$ cat config.mk
export PLATFORM = sky130hd
export DESIGN_NAME = temp_sensor_register_bank
export DESIGN_NICKNAME = d
export VERILOG_FILES = /design/src/verilog/temp_sensor_pkg.sv /design/src/verilog/conv_scheduler.sv /design/src/verilog/temp_sensor_register_bank.sv
export SDC_FILE = /design/constraint.sdc
export NUM_CORES = 1
export LEC_CHECK = 0
export BUFFER_PORTS_ARGS = -buffer_cell sky130_fd_sc_hd__buf_2
export CAP_MARGIN = 20
export CORE_UTILIZATION = 45
export DETAILED_ROUTE_END_ITERATION = 7
export PLACE_DENSITY = 0.64
export SYNTH_ARGS = -nofsm -noshare
export SYNTH_HDL_FRONTEND = slang
export SYNTH_SLANG_ARGS = --single-unit
$ cat constraint.sdc
create_clock -name clk -period 2.9 [get_ports clk]
set_clock_uncertainty 0.15 [all_clocks]
set_input_delay 0.725 -clock clk [delete_from_list [all_inputs] [get_ports clk]]
set_output_delay 0.725 -clock clk [all_outputs]
set_load 0.1 [all_outputs]
$ cat src/verilog/temp_sensor_pkg.sv
`default_nettype none

package temp_sensor_pkg;

  // register pointer values
  localparam logic [7:0]  ADDR_RESULT     = 8'h00;
  localparam logic [7:0]  ADDR_CONTROL    = 8'h01;
  localparam logic [7:0]  ADDR_LOW        = 8'h02;
  localparam logic [7:0]  ADDR_HIGH       = 8'h03;

  // reset values
  localparam logic [15:0] RESULT_RESET    = 16'h0000;
  localparam logic [15:0] CONTROL_RESET   = 16'h00FF;
  localparam logic [15:0] LOW_RESET       = 16'h4B00;
  localparam logic [15:0] HIGH_RESET      = 16'h5000;

  // operating_control field positions
  localparam int          ONE_SHOT_BIT    = 15;
  localparam int          RATE_LSB        = 13;
  localparam int          FAULT_LSB       = 11;
  localparam int          POLARITY_BIT    = 10;
  localparam int          MODE_BIT        = 9;
  localparam int          PDOWN_BIT       = 8;

  // temperature field of result and thresholds
  localparam int          TEMP_LSB        = 4;
  localparam int          TEMP_W          = 12;

  // shortest conversion period, 27.5 ms, kept in microseconds
  localparam int          CONV_PERIOD_US  = 27500;
  localparam int          CLK_FREQ_MHZ    = 10;
  localparam int          CONV_BASE_CYCLES = CONV_PERIOD_US * CLK_FREQ_MHZ;

  // byte-level requests from the two-wire target engine
  typedef struct packed {
    logic       ptr_wr;
    logic       wr;
    logic       rd;
    logic       stop;
    logic [7:0] data;
  } byte_req_type;

  // read byte handed back to the engine
  typedef struct packed {
    logic       valid;
    logic [7:0] data;
  } byte_rsp_type;

  // byte phase within one transfer
  typedef enum {
    XFER_IDLE,
    WR_MSB_HELD,
    WR_DONE,
    RD_MSB_SENT,
    RD_LSB_SENT
  } xfer_state_type;

endpackage : temp_sensor_pkg

`default_nettype wire

$ cat src/verilog/conv_scheduler.sv
`timescale 1ns/1ps
`default_nettype none

module conv_scheduler
  import temp_sensor_pkg::*;
#(
  parameter int BASE_CYCLES = CONV_BASE_CYCLES
)
(
  // clock and reset
  input  wire logic       clk,
  input  wire logic       nrst,
  // controls
  input  wire logic [1:0] rate_sel,
  input  wire logic       power_down,
  input  wire logic       one_shot,
  // converter start
  output logic            conv_request
);

  localparam int CW = $clog2(BASE_CYCLES * 8 + 1);

  logic [CW-1:0] count;
  logic [CW-1:0] period_m1;
  logic          fire;
  logic [CW-1:0] next_count;

  // slowest rate is eight base periods; a rate change lands at the next reload
  assign period_m1  = (CW'(BASE_CYCLES) << rate_sel) - CW'(1);
  assign fire       = one_shot | (~power_down & (count == '0));
  // held at zero in shutdown so leaving it converts at once
  assign next_count = power_down ? '0 : (fire ? period_m1 : count - CW'(1));

  // period counter and start pulse
  always_ff @(posedge clk or negedge nrst)
  begin
    if (!nrst)
    begin
      count        <= '0;
      conv_request <= 1'b0;
    end
    else
    begin
      count        <= next_count;
      conv_request <= fire;
    end
  end

endmodule : conv_scheduler

`default_nettype wire

$ cat src/verilog/temp_sensor_register_bank.sv
`timescale 1ns/1ps
`default_nettype none

module temp_sensor_register_bank
  import temp_sensor_pkg::*;
#(
  parameter int CONV_CYCLES = CONV_BASE_CYCLES
)
(
  // clock and reset
  input  wire logic              clk,
  input  wire logic              nrst,
  // byte interface from the two-wire target engine
  input  wire byte_req_type      bus_req,
  output byte_rsp_type           bus_rsp,
  // successful alert response seen by the engine
  input  wire logic              alert_resp_ok,
  // converter
  output logic                   conv_request,
  input  wire logic              conv_done,
  input  wire logic [TEMP_W-1:0] conv_result,
  // alert pin
  output logic                   over_temp_flag_pin
);

  // signed compare of two temperature fields
  function automatic logic temp_ge(input logic [TEMP_W-1:0] a, input logic [TEMP_W-1:0] b);
    temp_ge = $signed(a) >= $signed(b);
  endfunction : temp_ge

  // temperature field of a 16-bit register
  function automatic logic [TEMP_W-1:0] temp_field(input logic [15:0] w);
    temp_field = w[15:TEMP_LSB];
  endfunction : temp_field

  logic [15:0]    temperature_result;
  logic [15:0]    operating_control;
  logic [15:0]    alert_low_threshold;
  logic [15:0]    alert_high_threshold;
  logic [7:0]     pointer;
  logic [7:0]     msb_hold;
  logic [15:0]    read_snap;
  xfer_state_type xfer_state;
  logic           alert_active;
  logic           watch_low;
  logic [1:0]     fault_cnt;

  // control fields
  wire logic [1:0] rate_sel   = operating_control[RATE_LSB+1:RATE_LSB];
  wire logic [1:0] fault_sel  = operating_control[FAULT_LSB+1:FAULT_LSB];
  wire logic       alert_polarity = operating_control[POLARITY_BIT];
  wire logic       int_mode   = operating_control[MODE_BIT];
  wire logic       power_down = operating_control[PDOWN_BIT];

  // write commit: on the second byte, or at stop with one byte held
  wire logic        commit_now  = (xfer_state == WR_MSB_HELD) && (bus_req.wr || bus_req.stop);
  wire logic        commit_full = bus_req.wr;
  wire logic [15:0] commit_word = {msb_hold, commit_full ? bus_req.data : 8'h00};
  wire logic        ctl_commit  = commit_now && (pointer == ADDR_CONTROL);
  wire logic        low_commit  = commit_now && (pointer == ADDR_LOW);
  wire logic        high_commit = commit_now && (pointer == ADDR_HIGH);
  wire logic        one_shot    = ctl_commit && commit_word[ONE_SHOT_BIT];
  wire logic        shutdown_cmd = ctl_commit && commit_word[PDOWN_BIT];

  // one-shot is never stored, so it always reads back zero
  wire logic [15:0] next_control = commit_full
                                 ? {1'b0, commit_word[14:0]}
                                 : {1'b0, commit_word[14:8], operating_control[7:0]};
  // low nibble of a threshold is forced to zero; one byte keeps the old bits 7:4
  wire logic [15:0] next_low  = {commit_word[15:8],
                                 commit_full ? commit_word[7:4] : alert_low_threshold[7:4],
                                 4'h0};
  wire logic [15:0] next_high = {commit_word[15:8],
                                 commit_full ? commit_word[7:4] : alert_high_threshold[7:4],
                                 4'h0};

  // read side: snapshot at the high byte keeps both bytes of one word coherent
  wire logic        read_first = (xfer_state != RD_MSB_SENT);
  wire logic        reg_read_event = bus_req.rd && read_first;
  wire logic [15:0] read_word =
      (pointer == ADDR_RESULT)  ? temperature_result :
      (pointer == ADDR_CONTROL) ? operating_control :
      (pointer == ADDR_LOW)     ? alert_low_threshold :
      (pointer == ADDR_HIGH)    ? alert_high_threshold : 16'h0000;
  wire logic [7:0]  next_rd_data = read_first ? read_word[15:8] : read_snap[7:0];

  // byte phase sequencing
  xfer_state_type next_xfer;
  always_comb
  begin
    next_xfer = xfer_state;
    if (bus_req.ptr_wr || bus_req.stop)
      next_xfer = XFER_IDLE;
    else if (bus_req.wr)
    begin
      unique case (xfer_state)
        XFER_IDLE:   next_xfer = WR_MSB_HELD;
        WR_MSB_HELD: next_xfer = WR_DONE;
        WR_DONE:     next_xfer = WR_DONE;
        RD_MSB_SENT: next_xfer = WR_DONE;
        RD_LSB_SENT: next_xfer = WR_DONE;
      endcase
    end
    else if (bus_req.rd)
      next_xfer = (xfer_state == RD_MSB_SENT) ? RD_LSB_SENT : RD_MSB_SENT;
  end

  // transfer state, pointer and read data
  always_ff @(posedge clk or negedge nrst)
  begin
    if (!nrst)
    begin
      xfer_state <= XFER_IDLE;
      pointer    <= ADDR_RESULT;
      msb_hold   <= 8'h00;
      read_snap  <= 16'h0000;
      bus_rsp    <= '0;
    end
    else
    begin
      xfer_state    <= next_xfer;
      bus_rsp.valid <= bus_req.rd;
      if (bus_req.ptr_wr)
        pointer <= bus_req.data;
      if (bus_req.wr && (xfer_state == XFER_IDLE))
        msb_hold <= bus_req.data;
      if (reg_read_event)
        read_snap <= read_word;
      if (bus_req.rd)
        bus_rsp.data <= next_rd_data;
    end
  end

  // writable registers; the result pointer takes no write
  always_ff @(posedge clk or negedge nrst)
  begin
    if (!nrst)
    begin
      operating_control    <= CONTROL_RESET;
      alert_low_threshold  <= LOW_RESET;
      alert_high_threshold <= HIGH_RESET;
    end
    else
    begin
      if (ctl_commit)
        operating_control <= next_control;
      if (low_commit)
        alert_low_threshold <= next_low;
      if (high_commit)
        alert_high_threshold <= next_high;
    end
  end

  // result register, zero until the first conversion lands
  always_ff @(posedge clk or negedge nrst)
  begin
    if (!nrst)
      temperature_result <= RESULT_RESET;
    else if (conv_done)
      temperature_result <= {conv_result, 4'h0};
  end

  // interrupt clear first, then a same-cycle conversion counts against the new target
  wire logic       clear_evt = int_mode && alert_active &&
                               (reg_read_event || alert_resp_ok || shutdown_cmd);
  wire logic       a_act     = clear_evt ? 1'b0 : alert_active;
  wire logic       a_watch   = clear_evt ? ~watch_low : watch_low;
  wire logic [1:0] a_cnt     = clear_evt ? 2'b00 : fault_cnt;

  // comparator looks for recovery while active, interrupt follows its own target
  wire logic [TEMP_W-1:0] new_temp = conv_result;
  wire logic       at_high   = temp_ge(new_temp, temp_field(alert_high_threshold));
  wire logic       below_low = ~temp_ge(new_temp, temp_field(alert_low_threshold));
  wire logic       look_low  = int_mode ? a_watch : a_act;
  wire logic       hit       = look_low ? below_low : at_high;
  wire logic       reached   = (a_cnt == fault_sel);
  wire logic       frozen    = int_mode && a_act;

  logic       next_active;
  logic       next_watch;
  logic [1:0] next_cnt;
  always_comb
  begin
    next_active = a_act;
    next_watch  = a_watch;
    next_cnt    = a_cnt;
    if (ctl_commit)
    begin
      next_active = 1'b0;
      next_watch  = 1'b0;
      next_cnt    = 2'b00;
    end
    else if (conv_done && !frozen)
    begin
      if (!hit)
        next_cnt = 2'b00;
      else if (reached)
      begin
        next_active = int_mode ? 1'b1 : ~a_act;
        next_cnt    = 2'b00;
      end
      else
        next_cnt = a_cnt + 2'b01;
    end
  end

  // alert state and pin; a one-cycle lag on the pin buys a glitch-free output
  always_ff @(posedge clk or negedge nrst)
  begin
    if (!nrst)
    begin
      alert_active       <= 1'b0;
      watch_low          <= 1'b0;
      fault_cnt          <= 2'b00;
      over_temp_flag_pin <= 1'b1;
    end
    else
    begin
      alert_active       <= next_active;
      watch_low          <= next_watch;
      fault_cnt          <= next_cnt;
      over_temp_flag_pin <= alert_polarity ? alert_active : ~alert_active;
    end
  end

  // conversion timing
  conv_scheduler #(
    .BASE_CYCLES (CONV_CYCLES)
  ) u_sched (
    .clk          (clk),
    .nrst         (nrst),
    .rate_sel     (rate_sel),
    .power_down   (power_down),
    .one_shot     (one_shot),
    .conv_request (conv_request)
  );
endmodule : temp_sensor_register_bank

`default_nettype wire

==> insert_results.sql <==
INSERT INTO impl_metrics (metric_group, metric, value, unit) VALUES
('logic_synthesis', 'synth_seq_cells', '115', ''),
('floorplanning', 'die_height', '119', 'um'),
('sta', 'fin_crit', '2.73', 'ns'),
('worst_setup_path', 'cp_num_cells', '8', ''),
('sta', 'report.final.hold_viol_count', '0', ''),
('sta', 'max-slew-margin-rel', '49.5', '%'),
('drt', 'detailroute.wirelength.met3', '655', 'um'),
('worst_setup_path', 'worstPathArrival', '2.84', 'ns'),
('logic_synthesis', 'avgSynthCellArea', '10.7', 'sq um'),
('floorplanning', 'design.die.area', '14100', 'sq um'),
('logic_synthesis', 'area_share_of_the_largest_cell_type_after_synthesis', '40.9', '%'),
('worst_setup_path', 'slowest_stage', 'or4_4', ''),
('worst_setup_path', 'critical_path_required', '3.01', 'ns'),
('worst_setup_path', 'cpPeakStageDelay', '0.59', 'ns'),
('clock_tree', 'cts_hold_repair.buffers', '0', ''),
('worst_setup_path', 'critical-path-top-delay-family', 'simple AND/OR/NAND/NOR gates', ''),
('worst_setup_path', 'setup.worst_path.start_class', 'flop', ''),
('drt', 'wirelength_met1', '6880', 'um'),
('sta', 'setup_viol', '0', ''),
('global_route', 'grt_pass1_wl', '23700', 'um'),
('clock_tree', 'cts-buffers-inserted', '17', ''),
('sta', 'finalMaxSlewViolations', '0', ''),
('worst_setup_path', 'worstPathMaxFanout', '16', ''),
('drt', 'via_density_per_instance', '5.49', ''),
('global_route', 'first_global_vias', '4416', ''),
('drt', 'post_drt_wl_per_cell', '17.8', 'um'),
('place', 'place_inst', '772', ''),
('clock_tree', 'clk_pin_slew_worst_paths', '0.05', 'ns'),
('place', 'place_hpwl', '10200', 'um'),
('logic_synthesis', 'synth.distinct_cells', '66', ''),
('worst_setup_path', 'startpoint', 'u_sched.count[9]', ''),
('final_layout', 'final_cell_count_no_fill', '804', ''),
('drt', 'firstDrtPassIters', '5', ''),
('logic_synthesis', 'postSynth.asyncResetShare', '100', '%'),
('outcome', 'status', 'finished, final reports clean', ''),
('logic_synthesis', 'syn_nets', '630', ''),
('final_layout', 'layout-drive-gt1-share', '27.2', '%'),
('flow_run', 'max_cap_violations', '0', ''),
('final_layout', 'diodes', '0', ''),
('floorplanning', 'floorplan.io_pins', '39', ''),
('global_route', 'grt_use_total', '22.1', '%'),
('clock_tree', 'clk_latency', '0.42', 'ns'),
('sta', 'finalSetupTns', '0', 'ns'),
('worst_setup_path', 'setup.worst_path.class', 'reg -> reg', ''),
('drt', 'antenna_left', '0', ''),
('worst_setup_path', 'crit_path_end', 'u_sched.count[7]', ''),
('worst_setup_path', 'rr_startpoint', 'u_sched.count[9]', ''),
('final_layout', 'layout-area-overhead-vs-synth', '18.5', '%'),
('pwr', 'vdd_drop_max', '0.000741', 'V'),
('floorplanning', 'initial_core_util', '46.2', '%'),
('pwr', 'cellLeakagePower', '3.19', 'nW'),
('logic_synthesis', 'synth_area_leaders', 'dfrtp_1 (41%), mux2_2 (7.2%), ha_1 (6.5%)', ''),
('worst_setup_path', 'critical_path_buf_inv_count', '1', ''),
('sta', 'hold_slack', '0.173', 'ns'),
('drt', 'routed-via-count', '4410', ''),
('pwr', 'p_per_area', '775', 'nW/um^2'),
('clock_tree', 'post-cts-setup-buffer-count', '0', ''),
('sta', 'rsz0062_at_grt', 'false', ''),
('drt', 'drc', '0', ''),
('logic_synthesis', 'synth_edf_count', '0', ''),
('drt', 'detailroute.wirelength.met2', '6640', 'um'),
('worst_setup_path', 'critical_path.endpoint_type', 'flop', ''),
('drt', 'detail_route.iter0.violations', '380', ''),
('pwr', 'report.power.total', '5.62', 'mW'),
('place', 'place_area', '6530', 'sq um'),
('worst_hold_path', 'hold_path_class', 'in -> async', ''),
('drt', 'finalWirelength', '14300', 'um'),
('place', 'count_of_input_and_output_buffers', '38', ''),
('place', 'place_worst_setup_slack', '0.0798', 'ns'),
('clock_tree', 'clock-root-buffer', 'clkbuf_16', ''),
('floorplanning', 'coreArea', '13200', 'sq um');
[routing by layer]
metal	up-vias	global-route usage (%)
met5	-	0
met3	13	5.98
met2	97	33.2
met4	0	6.49
li1	2106	-
met1	2194	31.1
[power by group]
part           switching [mW]  internal (mW)  total, mW
logic                   0.558          0.437      0.995
clock network           0.750           1.80       2.55
registers               0.226           1.85       2.07
total                    1.53           4.09       5.62
[synthesized netlist by cell type, types with 3 or more instances]
master and instances:
xnor2_1 17, xor2_1 7, inv_1 33, clkbuf_1 14, o21ai_0 34, mux2_2 39, mux2i_1 3, nand4_1 5
nand3_1 9, a21boi_0 5, a22oi_1 11, a21oi_1 31, dfrtp_1 100, nand2b_1 3, ha_1 32, buf_2 5
dfstp_2 15, buf_6 4, nor3_1 9, nand2_1 61, a211oi_2 3, mux2_4 8, nor2_1 41, and2_1 4
or4_4 3, buf_1 3, nand3b_1 4, a211oi_1 6, mux4_2 8, nor4_1 6, or4_1 3
[sequential cells by signal (all words and copies together) (netlist names)]
register / flops
fault_cnt: 2
u_sched.conv_request: 1
watch_low: 1
alert_low_threshold: 12
msb_hold: 8
alert_active: 1
temperature_result: 12
read_snap: 8
xfer_state: 3
u_sched.count: 22
operating_control: 15
over_temp_flag_pin: 1
bus_rsp: 9
pointer: 8
alert_high_threshold: 12
[cells by family (layout without fill, tap and decap cells)]
group                      count (synthesis)  after routing  synth area share, %
AOI/OAI and AO/OA                        111            111                 11.3
xor gates and xnor gates                  24             24                 3.44
adders and majority gates                 32             32                 6.55
buffers and inverters                     63            121                 4.71
DFF                                      115            115                 47.4
muxes                                     58             58                 12.6
and+or+nand+nor                          167            167                 14.0
[worst min path at each step]
stage	start	to	slack, ns	cells after the start
2_1_floorplan	operating_control[10]	over_temp_flag_pin	0.27	1
3_3_place_gp	operating_control[10]	over_temp_flag_pin	0.31	1
3_5_place_dp	operating_control[10]	over_temp_flag_pin	0.31	1
4_1_cts	nrst	u_sched.count[7]	0.19	1
5_1_grt	nrst	u_sched.count[3]	0.21	1
6_report	nrst	u_sched.count[0]	0.17	1
[repair_timing]
item / CTS / global route
setup endpoints to repair: 0 / 11
endpoints found under the hold margin: 0 / 0
resized for setup: 0 / 0
[area by class of cell]
type | instances | area (sq um)
Inverter | 35 | 141
Fill cell | 1171 | 6000
Sequential cell | 115 | 2900
Multi-Input combinational cell | 392 | 2930
Clock buffer | 18 | 439
Clock inverter | 14 | 282
Timing Repair Buffer | 54 | 338
Tap cell | 176 | 220
[cells in the final DEF (no fill, tap or decap), types with 17 or more instances in the layout]
cell type	Yosys	layout
buf_2	5	37
mux2_2	39	39
dfrtp_1	100	100
ha_1	32	32
xnor2_1	17	17
clkbuf_16	0	17
nor2_1	41	41
a21oi_1	31	31
inv_1	33	33
nand2_1	61	61
o21ai_0	34	34
Note: power is estimated with default switching activity, not from simulation.
